$ cat src/rtl/ipwdt_regs.vh
`ifndef IPWDT_REGS_VH
`define IPWDT_REGS_VH
// i/o port addresses (all eight address bits are compared; 2E is index, 2F is data)
`define IPWDT_PORT_INDEX 8'h2E
`define IPWDT_PORT_DATA 8'h2F
// index-port key values
`define IPWDT_KEY_UNLOCK 8'h87
`define IPWDT_KEY_LOCK 8'hAA
// register indexes
`define IPWDT_REG_DEVSEL 8'h07
`define IPWDT_REG_ACTIVATE 8'h30
`define IPWDT_REG_UNIT 8'hF5
`define IPWDT_REG_COUNT 8'hF6
`define IPWDT_REG_CTRL 8'hF7
// values and field positions
`define IPWDT_LDN_WATCHDOG 8'h08
`define IPWDT_ACT_BIT 0
`define IPWDT_UNIT_BIT 3
`define IPWDT_KBD_BIT 6
`define IPWDT_FORCE_BIT 5
`define IPWDT_STAT_BIT 4
// reset values
`define IPWDT_RST_BYTE 8'h00
// timing
`define IPWDT_CLK_HZ 40000000
`define IPWDT_SEC_PER_MIN 60
`endif

$ cat src/rtl/ipwdt_core.v
`timescale 1ns/1ps
`include "ipwdt_regs.vh"

module ipwdt_core #(
  parameter CLK_HZ = `IPWDT_CLK_HZ, // clock rate in hertz
  parameter SEC_PER_MIN = `IPWDT_SEC_PER_MIN // seconds in a minute
) (
  input wire ref_clk, // 40 MHz clock
  input wire resetn, // async reset, active low
  input wire [7:0] ioAddr, // i/o port address
  input wire [7:0] ioWdata, // i/o write data
  input wire ioWr, // one-cycle write strobe
  input wire ioRd, // one-cycle read strobe
  output reg [7:0] ioRdata_ff, // read data, valid the cycle after ioRd
  input wire kbdActivity, // keyboard activity pulse
  input wire timeout_action_strap, // 1: reset on expiry, 0: interrupt
  output reg wdtIrq_n_ff, // interrupt, active low level
  output reg wdtRst_n_ff // reset request, active low level
);

////////////////////////////////////////////////////////////////////////
// register state
reg [7:0] index_ff; // last index written
reg unlockHalf_ff; // first unlock key seen
reg cfgMode_ff; // configuration unlocked
reg [7:0] ldn_ff; // logical device select
reg active_ff; // watchdog enable
reg [7:0] unit_ff; // unit register image
reg [7:0] count_ff; // running count
reg kbdEn_ff; // keyboard reload enable
reg status_ff; // timed-out flag
reg strapLatched_ff; // strap captured after reset release
reg strapTaken_ff; // strap capture done

wire secTick;
wire minTick;

// reload restarts the prescaler too
wire isIndex = (ioAddr == `IPWDT_PORT_INDEX);
wire isData = (ioAddr == `IPWDT_PORT_DATA);
wire wdtSel = cfgMode_ff && (ldn_ff == `IPWDT_LDN_WATCHDOG);
wire dataWr = ioWr && isData && cfgMode_ff;
wire countWr = dataWr && wdtSel && (index_ff == `IPWDT_REG_COUNT);
wire ctrlWr = dataWr && wdtSel && (index_ff == `IPWDT_REG_CTRL);
wire forceTo = ctrlWr && ioWdata[`IPWDT_FORCE_BIT];
wire kbdReload = kbdEn_ff && kbdActivity && active_ff;
wire reload = countWr || kbdReload;
wire unitTick = unit_ff[`IPWDT_UNIT_BIT] ? minTick : secTick;
wire expire = active_ff && (count_ff == 8'h01) && unitTick && !reload;

////////////////////////////////////////////////////////////////////////
// decoding of a watchdog register index, used by the read path only
function isWdtReg;
  input [7:0] idx;
  begin
    isWdtReg = (idx == `IPWDT_REG_ACTIVATE) || (idx == `IPWDT_REG_UNIT) ||
      (idx == `IPWDT_REG_COUNT) || (idx == `IPWDT_REG_CTRL);
  end
endfunction

////////////////////////////////////////////////////////////////////////
ipwdt_tick_gen #(
  .CLK_HZ(CLK_HZ),
  .SEC_PER_MIN(SEC_PER_MIN)
) u_tick (
  .ref_clk(ref_clk),
  .resetn(resetn),
  .tickClr(reload),
  .secTick_ff(secTick),
  .minTick_ff(minTick)
);

////////////////////////////////////////////////////////////////////////
// index port: key detection and register index
always @(posedge ref_clk or negedge resetn) begin
  if (!resetn) begin
    index_ff <= `IPWDT_RST_BYTE;
    unlockHalf_ff <= 1'b0;
    cfgMode_ff <= 1'b0;
  end else if (ioWr && isIndex) begin
    if (ioWdata == `IPWDT_KEY_LOCK && cfgMode_ff) begin
      cfgMode_ff <= 1'b0;
      unlockHalf_ff <= 1'b0;
    end else if (ioWdata == `IPWDT_KEY_UNLOCK && !cfgMode_ff) begin
      // second key in succession unlocks
      cfgMode_ff <= unlockHalf_ff;
      unlockHalf_ff <= ~unlockHalf_ff;
    end else begin
      unlockHalf_ff <= 1'b0; // any other value breaks the sequence
      if (cfgMode_ff) begin
        index_ff <= ioWdata;
      end
    end
  end else if (ioWr && isData) begin
    unlockHalf_ff <= 1'b0; // key writes must be back to back
  end
end

////////////////////////////////////////////////////////////////////////
// data port writes into configuration registers
always @(posedge ref_clk or negedge resetn) begin
  if (!resetn) begin
    ldn_ff <= `IPWDT_RST_BYTE;
    active_ff <= 1'b0;
    unit_ff <= `IPWDT_RST_BYTE;
    kbdEn_ff <= 1'b0;
  end else if (dataWr) begin
    if (index_ff == `IPWDT_REG_DEVSEL) begin
      ldn_ff <= ioWdata;
    end else if (wdtSel && index_ff == `IPWDT_REG_ACTIVATE) begin
      active_ff <= ioWdata[`IPWDT_ACT_BIT];
    end else if (wdtSel && index_ff == `IPWDT_REG_UNIT) begin
      unit_ff <= ioWdata;
    end else if (ctrlWr) begin
      kbdEn_ff <= ioWdata[`IPWDT_KBD_BIT];
    end
  end
end

////////////////////////////////////////////////////////////////////////
// countdown: the reload value is kept so keyboard activity can reuse it
reg [7:0] loadVal_ff; // last value written to the count register
always @(posedge ref_clk or negedge resetn) begin
  if (!resetn) begin
    loadVal_ff <= `IPWDT_RST_BYTE;
    count_ff <= `IPWDT_RST_BYTE;
  end else if (countWr) begin
    loadVal_ff <= ioWdata;
    count_ff <= ioWdata;
  end else if (kbdReload) begin
    count_ff <= loadVal_ff;
  end else if (active_ff && count_ff != 8'h00 && unitTick) begin
    count_ff <= count_ff - 8'h01; // zero holds the timer stopped
  end
end

////////////////////////////////////////////////////////////////////////
// strap is static; capture once after reset release, never in reset
always @(posedge ref_clk or negedge resetn) begin
  if (!resetn) begin
    strapLatched_ff <= 1'b0;
    strapTaken_ff <= 1'b0;
  end else if (!strapTaken_ff) begin
    strapLatched_ff <= timeout_action_strap;
    strapTaken_ff <= 1'b1;
  end
end

////////////////////////////////////////////////////////////////////////
// timeout status and outputs; a forced timeout wins over a same-cycle clear, a same-cycle reload blocks expiry
always @(posedge ref_clk or negedge resetn) begin
  if (!resetn) begin
    status_ff <= 1'b0;
    wdtIrq_n_ff <= 1'b1;
    wdtRst_n_ff <= 1'b1;
  end else begin
    if (expire || forceTo) begin
      status_ff <= 1'b1;
      wdtIrq_n_ff <= strapLatched_ff;
      wdtRst_n_ff <= ~strapLatched_ff;
    end else if (reload) begin
      // a count write or keyboard reload ends the held level
      status_ff <= 1'b0;
      wdtIrq_n_ff <= 1'b1;
      wdtRst_n_ff <= 1'b1;
    end
  end
end

////////////////////////////////////////////////////////////////////////
// read path; force bit always reads zero since it self-clears
always @(posedge ref_clk or negedge resetn) begin
  if (!resetn) begin
    ioRdata_ff <= `IPWDT_RST_BYTE;
  end else if (ioRd) begin
    ioRdata_ff <= 8'h00;
    if (isIndex && cfgMode_ff) begin
      ioRdata_ff <= index_ff;
    end else if (isData && cfgMode_ff) begin
      if (index_ff == `IPWDT_REG_DEVSEL) begin
        ioRdata_ff <= ldn_ff;
      end else if (wdtSel && isWdtReg(index_ff)) begin
        case (index_ff)
          `IPWDT_REG_ACTIVATE: ioRdata_ff <= {7'h00, active_ff};
          `IPWDT_REG_UNIT: ioRdata_ff <= unit_ff;
          `IPWDT_REG_COUNT: ioRdata_ff <= count_ff;
          default: ioRdata_ff <= {1'b0, kbdEn_ff, 1'b0, status_ff, 4'h0};
        endcase
      end
    end
  end
end

endmodule

$ cat src/rtl/ipwdt_tick_gen.v
`timescale 1ns/1ps
`include "ipwdt_regs.vh"
// one-cycle second and minute pulses derived from ref_clk
module ipwdt_tick_gen #(
  parameter CLK_HZ = `IPWDT_CLK_HZ,
  parameter SEC_PER_MIN = `IPWDT_SEC_PER_MIN
) (
  input wire ref_clk, // system clock
  input wire resetn, // async reset, active low
  input wire tickClr, // restart the prescaler (reload)
  output reg secTick_ff, // one-second pulse
  output reg minTick_ff // one-minute pulse
);

////////////////////////////////////////////////////////////////////////
reg [31:0] preCnt_ff; // cycles within the current second
reg [7:0] secCnt_ff; // seconds within the current minute
wire secEnd = (preCnt_ff == CLK_HZ - 1);
wire minEnd = (secCnt_ff == SEC_PER_MIN - 1);

// prescaler restarts on reload so a refresh gives a full first unit
always @(posedge ref_clk or negedge resetn) begin
  if (!resetn) begin
    preCnt_ff <= 32'h0000_0000;
    secCnt_ff <= 8'h00;
    secTick_ff <= 1'b0;
    minTick_ff <= 1'b0;
  end else if (tickClr) begin
    preCnt_ff <= 32'h0000_0000;
    secCnt_ff <= 8'h00;
    secTick_ff <= 1'b0;
    minTick_ff <= 1'b0;
  end else begin
    secTick_ff <= secEnd;
    minTick_ff <= secEnd && minEnd;
    if (secEnd) begin
      preCnt_ff <= 32'h0000_0000;
      secCnt_ff <= minEnd ? 8'h00 : secCnt_ff + 8'h01;
    end else begin
      preCnt_ff <= preCnt_ff + 32'h0000_0001;
    end
  end
end

endmodule

$ cat config.mk
export PLATFORM = sky130hd
export DESIGN_NAME = ipwdt_core
export DESIGN_NICKNAME = d
export VERILOG_FILES = /design/src/rtl/ipwdt_core.v /design/src/rtl/ipwdt_tick_gen.v
export VERILOG_INCLUDE_DIRS = /design/src /design/src/rtl
export SDC_FILE = /design/constraint.sdc
export NUM_CORES = 1
export LEC_CHECK = 0
export ABC_AREA = 1
export BUFFER_PORTS_ARGS = -buffer_cell sky130_fd_sc_hd__buf_2
export CAP_MARGIN = 5
export CORE_MARGIN = 2
export CORE_UTILIZATION = 57
export DETAILED_ROUTE_END_ITERATION = 7
export MAX_ROUTING_LAYER = met4
export PLACE_DENSITY = 0.8
export SETUP_SLACK_MARGIN = 0.4
export SLEW_MARGIN = 20
export SYNTH_ARGS = -nofsm -noshare
export SYNTH_HDL_FRONTEND = slang
export SYNTH_SLANG_ARGS = --single-unit
$ cat constraint.sdc
create_clock -name ref_clk -period 2.1 [get_ports ref_clk]
set_clock_uncertainty 0.2 [all_clocks]
set_input_delay 0.315 -clock ref_clk [delete_from_list [all_inputs] [get_ports ref_clk]]
set_output_delay 0.315 -clock ref_clk [all_outputs]
set_load 0.01 [all_outputs]
After elaboration in Yosys (flattened, before gate mapping)
Index checks and enable logic that the tools add are counted.
{"block": "word_totals", "ff_bits": 99, "in_bits": 22, "out_inout_bits": 10, "wordCells": 111}
{"block": "classes", "n_addsub": 3, "eq_ne": 13, "n_mux": 27, "n_bitwise": 7, "n_reduce_logical": 42}
{"cell": "2-to-1 mux 8 bit", "count": 10}
{"cell": "2-to-1 mux 32 bit", "count": 2}
{"cell": "== test 8 bit, second input constant", "count": 5}
{"cell": "adder 32 x 1 -> 32 bit, second input constant", "count": 1}
{"cell": "== test 32 x 26 -> 1 bit, second input constant", "count": 1}
{"cell": "== test 8 x 6 -> 1 bit, second input constant", "count": 4}
{"cell": "case mux 8 bit (3 select lines)", "count": 1}
{"cell": "logical AND 1 bit", "count": 23}
{"cell": "2-to-1 mux 1 bit", "count": 14}
{"cell": "adder 8 x 1 -> 8 bit, second input constant", "count": 1}
{"cell": "== test 8 x 1 -> 1 bit, second input constant", "count": 1}
{"cell": "== test 8 x 3 -> 1 bit, second input constant", "count": 1}
{"cell": "== test 8 x 4 -> 1 bit, second input constant", "count": 1}
{"cell": "AND reduction 4 bit", "count": 2}
{"cell": "nonzero test 2 bit", "count": 4}
{"cell": "nonzero test 8 bit", "count": 1}
{"cell": "subtractor 8 x 1 -> 8 bit, second input constant", "count": 1}
{"cell": "NOT 1 bit", "count": 7}
{"cell": "logical OR 1 bit", "count": 5}
{"cell": "AND reduction 5 bit", "count": 1}
{"cell": "AND reduction 2 bit", "count": 2}
{"cell": "AND reduction 3 bit", "count": 1}
{"cell": "nonzero test 3 bit", "count": 1}
{"cell": "logical NOT 1 bit", "count": 2}

Logic depth before layout (Yosys ltp)
Gate-level depths: netlist of run 1.
{"block": "depth", "ltp_word": 10, "mapped_depth": 12}

By module
From an unflattened synthesis of run 1, not the netlist that was laid out.
{"block": "hier_totals", "hier_cells": 800, "area_unflattened_um2": 5884.4}
{"mod": "ipwdt_core", "n_inst": 1, "cells_per_inst": 446, "area_per_inst_um2": 3358.2, "seq_area_each_um2": 1428.9}
{"mod": "ipwdt_tick_gen", "n_inst": 1, "cells_per_inst": 354, "area_per_inst_um2": 2526.2, "seq_area_each_um2": 1051.0}

Worst setup path before layout of run 1
OpenSTA, ideal clock, no wires.
{"block": "synth_timing", "kind": "reg-to-reg", "start": "register u_tick.preCnt_ff[0]", "end": "register u_tick.secCnt_ff[3]", "arrival_ps": 1454, "required_time_ps": 1778, "path_slack_ps": 324, "path_stages_with_launch": 10, "path_buffers": 0, "path_cell_list": "dfrtp_1 ha_1 nand3_1 inv_1 nand2_1 nor2_1 nand2_1 clkinv_1 nand3_1 o21ai_1"}
{"block": "synth_between", "elab_chain_cells": 2}
{"item": "start, declared", "line": "ipwdt_tick_gen.v:16", "source": "reg [31:0] preCnt_ff;"}
{"item": "start signal, assigned", "line": "ipwdt_tick_gen.v:40", "source": "preCnt_ff <= preCnt_ff + 32'h0000_0001;"}
{"item": "== test 32 x 26 -> 1 bit", "line": "ipwdt_tick_gen.v:18", "source": "wire secEnd = (preCnt_ff == CLK_HZ - 1);"}
{"item": "nonzero test 2 bit (no line)"}
{"item": "end signal, assigned", "line": "ipwdt_tick_gen.v:38", "source": "secCnt_ff <= minEnd ? 8'h00 : secCnt_ff + 8'h01;"}
{"item": "end, declared", "line": "ipwdt_tick_gen.v:17", "source": "reg [7:0] secCnt_ff;"}
Every way passes these cells.
A chain may end at the register's enable or synchronous reset.

Final worst setup path of run 1
{"block": "layout_timing", "start": "register index_ff[5]", "end": "register unit_ff[5]"}
{"block": "layout_between", "elab_chain_cells": 4, "elab_cells_between_ends": 8, "cone_classes": "eq/ne (3); bitwise (2); reduce/logical (3)"}
{"item": "start, declared", "line": "ipwdt_core.v:23", "source": "reg [7:0] index_ff;"}
{"item": "start signal, assigned", "line": "ipwdt_core.v:77", "source": "index_ff <= `IPWDT_RST_BYTE;"}
{"item": "start signal, assigned", "line": "ipwdt_core.v:91", "source": "index_ff <= ioWdata;"}
{"item": "== test 8 x 6 -> 1 bit"}
{"item": "logical AND 1 bit (no line)"}
{"item": "NOT 1 bit (no line)"}
{"item": "AND reduction 4 bit (no line) *"}
{"item": "end signal, assigned", "line": "ipwdt_core.v:105", "source": "unit_ff <= `IPWDT_RST_BYTE;"}
{"item": "end signal, assigned", "line": "ipwdt_core.v:113", "source": "unit_ff <= ioWdata;"}
{"item": "end, declared", "line": "ipwdt_core.v:28", "source": "reg [7:0] unit_ff;"}
Every way passes the cells marked *; elsewhere a longest branch is shown, timed or not.

==> results of run 1 <==
[worst max-delay path, delay by kind of cell, from the launching register on]
kind	cells	cell delay, ns
AOI/OAI and AO/OA	1	0.40
DFF	1	0.46
buffers and inverters	2	0.25
and+or+nand+nor	3	0.67
[cell usage in the layout, fill, tap and decap left out, types with 5 or more instances in the layout]
cell,n
sky130_fd_sc_hd__nand2_2,24
sky130_fd_sc_hd__inv_1,65
sky130_fd_sc_hd__inv_2,19
sky130_fd_sc_hd__clkbuf_8,12
sky130_fd_sc_hd__nand3_4,7
sky130_fd_sc_hd__o21ai_1,26
sky130_fd_sc_hd__dfrtp_1,91
sky130_fd_sc_hd__nand2_4,5
sky130_fd_sc_hd__xnor2_1,10
sky130_fd_sc_hd__o21ai_0,23
sky130_fd_sc_hd__buf_4,57
sky130_fd_sc_hd__buf_12,6
sky130_fd_sc_hd__nor2_4,21
sky130_fd_sc_hd__nand2_1,163
sky130_fd_sc_hd__nor2_2,19
sky130_fd_sc_hd__o21ai_2,16
sky130_fd_sc_hd__nand3_1,43
sky130_fd_sc_hd__nor2_1,64
sky130_fd_sc_hd__nor3_1,15
sky130_fd_sc_hd__a21oi_2,5
sky130_fd_sc_hd__buf_2,30
sky130_fd_sc_hd__nor3_2,13
sky130_fd_sc_hd__buf_6,12
sky130_fd_sc_hd__a21oi_1,22
sky130_fd_sc_hd__xor2_1,12
sky130_fd_sc_hd__xor2_2,5
sky130_fd_sc_hd__nand3_2,17
sky130_fd_sc_hd__dfrtp_2,6
sky130_fd_sc_hd__nand4_1,17
[routing by layer]
layer / vias to the layer above / GRT usage (%)
met5: - / -
met4: 0 / 15.35
met3: 95 / 2.895
met2: 331 / 54.97
met1: 2861 / 37.54
li1: 2703 / -
[timing repair]
action / 4_1_cts / 5_1_grt
setup endpoints to repair: 96 / 96
pin swaps: 14 / 53
gates resized for setup: 66 / 165
hold buffers: 2 / 0
endpoints found under the hold margin: 98 / 0
setup buffers: 28 / 27
cloned: 4 / 2
[stage by stage]
stage / area (um2) / setup WS [ns] / std cells
floorplan: 5659 / 0.4063 / 759
global placement: 6080 / 0.1361 / 932
detailed placement: 6080 / 0.03951 / 932
CTS: 6855 / 0.2816 / 982
global route: 7705 / -0.05621 / 1011
finish: 7705 / 0.006727 / 1011
[worst paths after layout]
kind                                         to  slack (ns)
setup / recovery                     unit_ff[5]       0.007
hold / removal                    loadVal_ff[6]        0.05
setup reg to reg                     unit_ff[5]       0.007
hold reg to reg                 strapLatched_ff        0.26
max in group asynchronous  u_tick.preCnt_ff[26]        0.95
min in group asynchronous         ioRdata_ff[2]        0.30
[layout make-up]
cell class,count,area [um2],share of cell area [%]
Multi-Input combinational cell,563,3507,45.52
Tap cell,133,166.4,2.160
Clock buffer,12,165.2,2.144
Sequential cell,99,2487,32.28
Inverter,88,357.8,4.644
Clock inverter,4,55.05,0.7145
Timing Repair Buffer,112,965.9,12.54
[cell families (layout without fill, tap and decap cells)]
kind of cell	Yosys count	count (layout)	synth area share [%]
AND/OR/NAND/NOR	429	432	34.57
flip-flops	99	99	43.90
AO/OA/AOI/OAI	98	98	9.036
adder cells (fa/ha/maj)	5	5	1.107
buffers and inverters	100	216	7.132
XOR/XNOR	27	27	4.186
other	1	1	0.06638
[power by group through the flow]
stage	combinational [uW]	sequential (uW)	clock, uW
global route	231	1940	1460
CTS	198	1940	1370
global placement	161	1980	0
floorplan	55.1	1980	0
detailed placement	167	1980	0
finish	213	1940	1380
[state kept, by name (all words and copies together) (netlist names)]
register           flops
kbdEn_ff               1
status_ff              1
strapTaken_ff          1
u_tick.secTick_ff      1
u_tick.minTick_ff      1
wdtIrq_n_ff            1
index_ff               8
cfgMode_ff             1
u_tick.preCnt_ff      32
ldn_ff                 8
u_tick.secCnt_ff       8
unit_ff                8
ioRdata_ff             8
active_ff              1
strapLatched_ff        1
count_ff               8
loadVal_ff             8
wdtRst_n_ff            1
unlockHalf_ff          1
==> qor.csv, run 1 <==
metric,value,unit
grt_setup_unrepaired,true,
setup-tns-final,0,ns
synth_most_common_cell,sky130_fd_sc_hd__nand2_1,
floorplan.initialDensity,58.33,%
floorplan_die_height,103.6,um
worstRegToRegCells,6,
antenna_violating_nets_left,0,
critPathMaxFanout,16,
post-synth-top-area-fraction,42.97,%
synth_area_leader_cell,sky130_fd_sc_hd__dfrtp_1,
pwr-share-seq,54.9,%
worst_r2r_startpoint,index_ff[5],
port_buffers,31,
synthesis.area_per_instance,7.443,um2
horiz_die_dim,103.6,um
power.leakage,0.003574,uW
wire_length_of_the_first_global_routing_pass,26.61,mm
clock_tree.buffer_depth,2,
synth_fp_nets,786,
max-vdd-ir-drop,386.5,uV
power_frac_comb,6.0,%
sw_frac_of_total,24.89,%
power_per_cell_area,458.5,nW/um2
n_fill_cell,603,
groute.usage.overall,31.79,%
slew_viol_final,0,
post_drt_via_cell_ratio,5.925,
netlist_area,5649,um2
internal_power,2653,uW
critical_path.endpoint_type,register,
share_of_the_yosys_chip_area_belonging_to_registers,43.90,%
overflow,0,
final_core_area_utilization,79.56,%
worst_margin_slew,0.5442,ns
htreeDepth,3,
design.portCount,32,
critical-path-slowest-cell,sky130_fd_sc_hd__dfrtp_1,
largest_net_degree_at_the_start_of_global_routing,100,
setup.worst_path.start,index_ff[5],
share_of_final_layout_standard_cells_stronger_than_drive_strength_1,34.97,%
synth_edf_count,0,
routedLengthMet1,6.806,mm
half_perimeter_wire_length_after_placement,11.08,mm
postSynthRegisterBits,99,
antenna_cells_inserted,0,
design_power_total,3532,uW
layout_min_cycle_time,2.093,ns
area_growth,36.39,%
worst_setup_path_start_kind,register,
synth.top_cells.by_count,"sky130_fd_sc_hd__nand2_1 (188), sky130_fd_sc_hd__dfrtp_1 (97), sky130_fd_sc_hd__nor2_1 (95)",
setup_violations,0,
total_switching_power,879.3,uW
cap_viol_max_count,0,
hp-class,in -> reg,
hold_slack,0.04870,ns
placeableCoreArea,9684,um2
cts.sinks,99,
netlist_instances,759,
max_freq,477.7,MHz
crit_path_max_incr_delay,0.46,ns
synth_warnings,0,
vias_in_the_first_global_route,5558,
finalWirelength,18.69,mm
drc_errors,0,
slew_headroom,63.44,%
top_layer,met4,
fp.dieArea,10720,um2
timing.critical_path.cells,nand2_2 -> nor2_4 -> buf_12 -> buf_8 -> nand4_2 -> o21ai_0,
gp_congestion,0.9821,
critical_path_arrival,2.17,ns
met3_length,1.295,mm
number_of_antenna_violations_at_the_first_check_in_global_routing,0,
ys_dominant_reg_cell,sky130_fd_sc_hd__dfrtp_1,
tritoncts.num_buffers,9,
cts_tree,built,
final-hold-violation-count,0,
synth_async_sr_flop_share,100.0,%
run_status,finished clean,
clk_transition_reported_paths,0.10,ns
required,2.18,ns
ys_top_cells_by_area,"sky130_fd_sc_hd__dfrtp_1 (43%), sky130_fd_sc_hd__nand2_1 (12%), sky130_fd_sc_hd__nor2_1 (6.3%)",
layout.nets,900,
clk-insertion-delay-late,0.39,ns
synth_cell_types,39,
detail_route.wl_per_cell,18.49,um
drt-initial-drc-count,409,
min_period_over_period,99.68,%
routed-wl-met2,9.567,mm
clockPowerShare,39.0,%
detailroute.via_count,5990,
timing.hold.worst.start,ioWdata[6],
drt_pass1_iterations,6,
placementRows,36,
criticalPathCategory,reg -> reg,
timing.hold.worst_path_depth,3,
root_buffer,sky130_fd_sc_hd__clkbuf_8,
Power figures use the tool's default switching activity.
==> run 2, diff against run 1 <==
- CAP_MARGIN: 5 -> default
- CORE_UTILIZATION: 57 -> 50
- PLACE_DENSITY: 0.8 -> 0.72
- REMOVE_ABC_BUFFERS: default -> 1
==> run 2 against run 1 <==
Against the previous run: first-iteration DRC count up 86%; critical path depth is 5 higher; largest power group unchanged; via count shrank 0.27%; critical endpoint is now ioRdata_ff[6].
==> qor.csv, run 2 (synthesis gave the netlist of run 1 again) <==
metric,value,unit
antenna_violating_nets_left,0,
crit_path_max_incr_delay,0.44,ns
placementRows,38,
critical_path_arrival,2.07,ns
power_frac_comb,5.8,%
root_buffer,sky130_fd_sc_hd__clkbuf_16,
htreeDepth,3,
number_of_antenna_violations_at_the_first_check_in_global_routing,0,
clockPowerShare,43.3,%
tritoncts.num_buffers,9,
power_per_cell_area,498.5,nW/um2
cp_num_cells,11,
worst_setup_path_start_kind,register,
worstRegToRegCells,11,
fp.dieArea,12170,um2
post_drt_via_cell_ratio,5.845,
wire_length_of_the_first_global_routing_pass,26.25,mm
groute.usage.overall,29.00,%
area_growth,35.53,%
floorplan_die_height,110.3,um
worst_r2r_startpoint,index_ff[7],
slew_viol_final,0,
detail_route.wl_per_cell,18.12,um
drc_errors,0,
max-vdd-ir-drop,804.4,uV
critical_path.endpoint_type,register,
criticalPathCategory,reg -> reg,
cts.sinks,99,
worst_margin_slew,0.5248,ns
final.setup.worst_slack,0.1074,ns
most_common_cell_after_layout_fill_and_taps_aside,sky130_fd_sc_hd__nand2_1,
pwr-share-seq,50.9,%
gp_congestion,0.9828,
power.leakage,0.003624,uW
grt_setup_unrepaired,true,
hp-class,in -> reg,
layout.nets,904,
half_perimeter_wire_length_after_placement,10.85,mm
crit_path_end,ioRdata_ff[6],
design.portCount,32,
drt_pass1_iterations,8,
final-hold-violation-count,0,
horiz_die_dim,110.3,um
clock_tree.buffer_depth,2,
critical_path.most_common_cell,sky130_fd_sc_hd__nand2_1,
clk_transition_reported_paths,0.07,ns
sw_frac_of_total,23.42,%
run_status,finished clean,
layout_min_cycle_time,1.993,ns
most-common-layout-cells,"sky130_fd_sc_hd__nand2_1 (166), sky130_fd_sc_hd__dfrtp_1 (85), sky130_fd_sc_hd__nor2_1 (65)",
required,2.18,ns
setup_violations,0,
postPlaceCellArea,6050,um2
dpl_worst_slack,0.08461,ns
critical-path-slowest-cell,sky130_fd_sc_hd__dfrtp_1,
crit_family,simple AND/OR/NAND/NOR gates,
critical_path_buf_inv_count,1,
timing.critical_path.cells,inv_1 -> nand2_1 -> nor2_1 -> nand2_2 -> nand3_4 -> nand2_2 -> nand2_2 -> nand2_1 -> nand2_1 -> nand2_1 -> a21oi_1,
ff2ff_setup_slack,0.11,ns
internal_power,2923,uW
largest_register,u_tick.preCnt_ff,
largest_register_ff_count,32,
antenna_cells_inserted,0,
finalWirelength,18.52,mm
placeableCoreArea,10940,um2
share_of_final_layout_standard_cells_stronger_than_drive_strength_1,33.56,%
fin_cells,1022,
final_design_area_no_fill,7656,um2
slew_headroom,65.02,%
overflow,0,
floorplan.initialDensity,51.66,%
drt-initial-drc-count,759,
detailroute.via_count,5974,
min_period_over_period,94.89,%
max_freq,501.9,MHz
cts_tree,built,
hold_slack,0.02132,ns
worstReg2RegEnd,ioRdata_ff[6],
largest_net_degree_at_the_start_of_global_routing,100,
total_switching_power,893.9,uW
setup.worst_path.start,index_ff[7],
placed_cells,933,
port_buffers,31,
vias_in_the_first_global_route,5458,
cap_viol_max_count,0,
clk-insertion-delay-late,0.36,ns
critPathMaxFanout,7,
[run 2: area by class of cell]
cell class / count / area (um2)
Multi-Input combinational cell: 565 / 3422
Fill cell: 798 / 3279
Sequential cell: 99 / 2495
Timing Repair Buffer: 114 / 912.1
Inverter: 88 / 365.4
Clock buffer: 11 / 232.7
Tap cell: 140 / 175.2
Clock inverter: 5 / 53.80
[run 2: power by group through the flow]
stage / clock network, uW / logic (uW) / registers [uW]
finish: 1650 / 221 / 1940
global route: 1750 / 241 / 1940
CTS: 1680 / 189 / 1940
detailed placement: 0 / 167 / 1980
global placement: 0 / 162 / 1980
floorplan: 0 / 53.2 / 1980
[run 2: repair_timing]
action,in CTS,in global routing
endpoints found under the setup margin,93,97
hold endpoints to repair,97,0
cloned,2,5
pin swaps,11,43
resized for setup,59,159
hold buffers,1,0
buffers inserted,22,43
[run 2: layer usage]
layer	track usage, %	vias to the layer above	share of wire [%]
met3	7.466	119	7.2
met5	-	-	0
met1	32.23	2829	36
li1	-	2715	-
met4	14.11	0	6.1
met2	48.60	311	51
[run 2: through the flow]
| step | util (%) | setup TNS (ns) | power (uW) |
|---|---|---|---|
| 2_1_floorplan | - | -0.8784 | 2034 |
| 3_3_place_gp | 55.32 | 0 | 2140 |
| 3_5_place_dp | 55.32 | 0 | 2146 |
| 4_1_cts | 61.82 | 0 | 3806 |
| 5_1_grt | 70.01 | 0 | 3932 |
| 6_report | 70.01 | 0 | 3817 |
[run 2: worst min path at each step]
| stage | startpoint | to | slack [ns] | cells after the start |
|---|---|---|---|---|
| finish | timeout_action_strap | strapLatched_ff | 0.02 | 3 |
| global route | timeout_action_strap | strapLatched_ff | 0.01 | 3 |
| CTS | timeout_action_strap | strapLatched_ff | 0.02 | 3 |
| detailed placement | resetn | ioRdata_ff[1] | 0.22 | 2 |
| global placement | resetn | ioRdata_ff[0] | 0.21 | 2 |
| floorplan | resetn | active_ff | -0.18 | 0 |
[run 2: worst min-delay path, stage by stage]
cell and delay (ns):
sky130_fd_sc_hd__buf_2 0.07, sky130_fd_sc_hd__nor2_1 0.03, sky130_fd_sc_hd__a21oi_1 0.11
==> run 3, diff against run 2 <==
- PLACE_DENSITY: 0.72 -> 0.67
==> run 3 against run 2 <==
Against the previous run: register-to-register slack gained 0.06 ns; via count fell by 5.5%; flip-flop and latch count is the same; cell area decreased by 1.8%; sequential power about the same; die area stayed put; hold slack worse by 0.0059 ns; clock power up 18%; combinational power shrank 9.5%; wire length down 10%; critical path type unchanged; highest routed layer unchanged.
==> qor.csv, run 3 (synthesis gave the netlist of run 1 again) <==
metric,value,unit
setup.worst_path.start,index_ff[0],
worst_margin_slew,0.5406,ns
htreeDepth,3,
final_design_area_no_fill,7520,um2
overflow,0,
tritoncts.num_buffers,9,
cts_tree,built,
port_buffers,31,
largest_register,u_tick.preCnt_ff,
floorplan.initialDensity,51.66,%
cap_viol_max_count,0,
hp-class,in -> reg,
floorplan_die_height,110.3,um
layout.nets,887,
critical_path_arrival,2.01,ns
number_of_antenna_violations_at_the_first_check_in_global_routing,0,
timing.critical_path.cells,inv_2 -> nand2_2 -> nor2_4 -> nand2_4 -> buf_4 -> o21ai_0 -> nand3_1 -> o21ai_1 -> nand2_1 -> a21oi_2,
cts.sinks,99,
setup_violations,0,
post_drt_via_cell_ratio,5.615,
postPlaceCellArea,6080,um2
antenna_violating_nets_left,0,
power.leakage,0.003523,uW
max-vdd-ir-drop,570.5,uV
clk-insertion-delay-late,0.35,ns
largest_register_ff_count,32,
cp_num_cells,10,
drt-initial-drc-count,516,
root_buffer,sky130_fd_sc_hd__clkbuf_16,
gp_congestion,1.000,
worst_r2r_startpoint,index_ff[0],
area_growth,33.11,%
worstRegToRegCells,10,
drc_errors,0,
crit_path_max_incr_delay,0.44,ns
setup-tns-final,0,ns
slew_viol_final,0,
critical_path_buf_inv_count,2,
criticalPathCategory,reg -> reg,
n_fill_cell,830,
largest_net_degree_at_the_start_of_global_routing,45,
ff2ff_setup_slack,0.17,ns
half_perimeter_wire_length_after_placement,10.97,mm
most_common_cell_after_layout_fill_and_taps_aside,sky130_fd_sc_hd__nand2_1,
clk_transition_reported_paths,0.07,ns
run_status,finished clean,
clock_tree.buffer_depth,2,
wire_length_of_the_first_global_routing_pass,26.21,mm
placeableCoreArea,10940,um2
worstReg2RegEnd,ioRdata_ff[3],
hold_slack,0.01540,ns
critical_path.endpoint_type,register,
crit_path_end,ioRdata_ff[3],
layout_min_cycle_time,1.931,ns
min_period_over_period,91.93,%
most-common-layout-cells,"sky130_fd_sc_hd__nand2_1 (168), sky130_fd_sc_hd__dfrtp_1 (87), sky130_fd_sc_hd__nor2_1 (73)",
design.portCount,32,
fp.dieArea,12170,um2
final-hold-violation-count,0,
share_of_final_layout_standard_cells_stronger_than_drive_strength_1,31.45,%
worst_setup_path_start_kind,register,
placementRows,38,
critical-path-slowest-cell,sky130_fd_sc_hd__dfrtp_1,
critPathMaxFanout,6,
crit_family,simple AND/OR/NAND/NOR gates,
max_freq,518.0,MHz
power_per_cell_area,542.5,nW/um2
drt_pass1_iterations,5,
slew_headroom,63.83,%
antenna_cells_inserted,0,
vias_in_the_first_global_route,5544,
detailroute.via_count,5643,
horiz_die_dim,110.3,um
detail_route.wl_per_cell,16.55,um
required,2.18,ns
finalWirelength,16.64,mm
grt_setup_unrepaired,true,
groute.usage.overall,29.18,%
==> run 3: cell types whose count changed in the layout (fill, tap and decap cells not counted), sizes merged <==
cell      before  now
nand2        198  196
nand4         20   21
clkinvlp       0    2
buf          111   96
inv           87   89
clkinv         5    1
clkbuf        13   10
bufinv         1    3
==> run 3: worst min-delay path by stage <==
stage | startpoint | endpoint | slack [ns] | cells after the start
after floorplan | resetn | active_ff | -0.18 | 0
after global placement | resetn | ioRdata_ff[6] | 0.02 | 1
after detailed placement | resetn | ioRdata_ff[6] | 0.03 | 1
after CTS | timeout_action_strap | strapLatched_ff | 0.01 | 3
after global routing | timeout_action_strap | strapLatched_ff | 0.04 | 3
final | timeout_action_strap | strapLatched_ff | 0.02 | 3
==> run 3: final cells by class <==
class	instances	area [um2]	share of cell area [%]
Sequential cell	99	2492	33.14
Clock inverter	7	122.6	1.631
Clock buffer	9	225.2	2.995
Tap cell	140	175.2	2.329
Inverter	88	344.1	4.576
Multi-Input combinational cell	564	3383	44.99
Timing Repair Buffer	98	777.0	10.33
==> run 3: tightest hold or removal path: cells and delay by family <==
kind            cells  cell delay, ns
simple gates        1            0.03
compound gates      1            0.10
buf+inv             1            0.07
==> run 3: power by group <==
| group | switching, uW | leakage, uW | internal (uW) |
|---|---|---|---|
| logic | 133 | 0.00215 | 67.0 |
| registers | 16.2 | 0.00121 | 1930 |
| clock network | 765 | 0.000163 | 1170 |
==> run 3: what timing repair did <==
action,in CTS,in global routing
setup buffers,29,16
resized for setup,79,121
gates cloned,5,1
hold buffers,1,0
endpoints found under the setup margin,86,96
pin swaps,18,46
hold endpoints to repair,64,0
==> run 3: stage by stage <==
step | util [%] | worst slack, ns | cells | power (uW)
2_1_floorplan | - | -0.1086 | 747 | 2034
4_1_cts | 63.92 | 0.3004 | 988 | 4095
3_5_place_dp | 55.60 | 0.03211 | 937 | 2150
3_3_place_gp | 55.60 | 0.1063 | 937 | 2144
5_1_grt | 68.76 | 0.1080 | 1005 | 4219
6_report | 68.76 | 0.1695 | 1005 | 4079
==> run 3: per-layer routing <==
| layer | vias to the layer above | global-route usage (%) | routed length, um |
|---|---|---|---|
| li1 | 2679 | - | - |
| met1 | 2671 | 33.06 | 6495 |
| met2 | 237 | 50.44 | 8467 |
| met3 | 56 | 6.408 | 1088 |
| met4 | 0 | 11.25 | 585 |
| met5 | - | - | 0 |
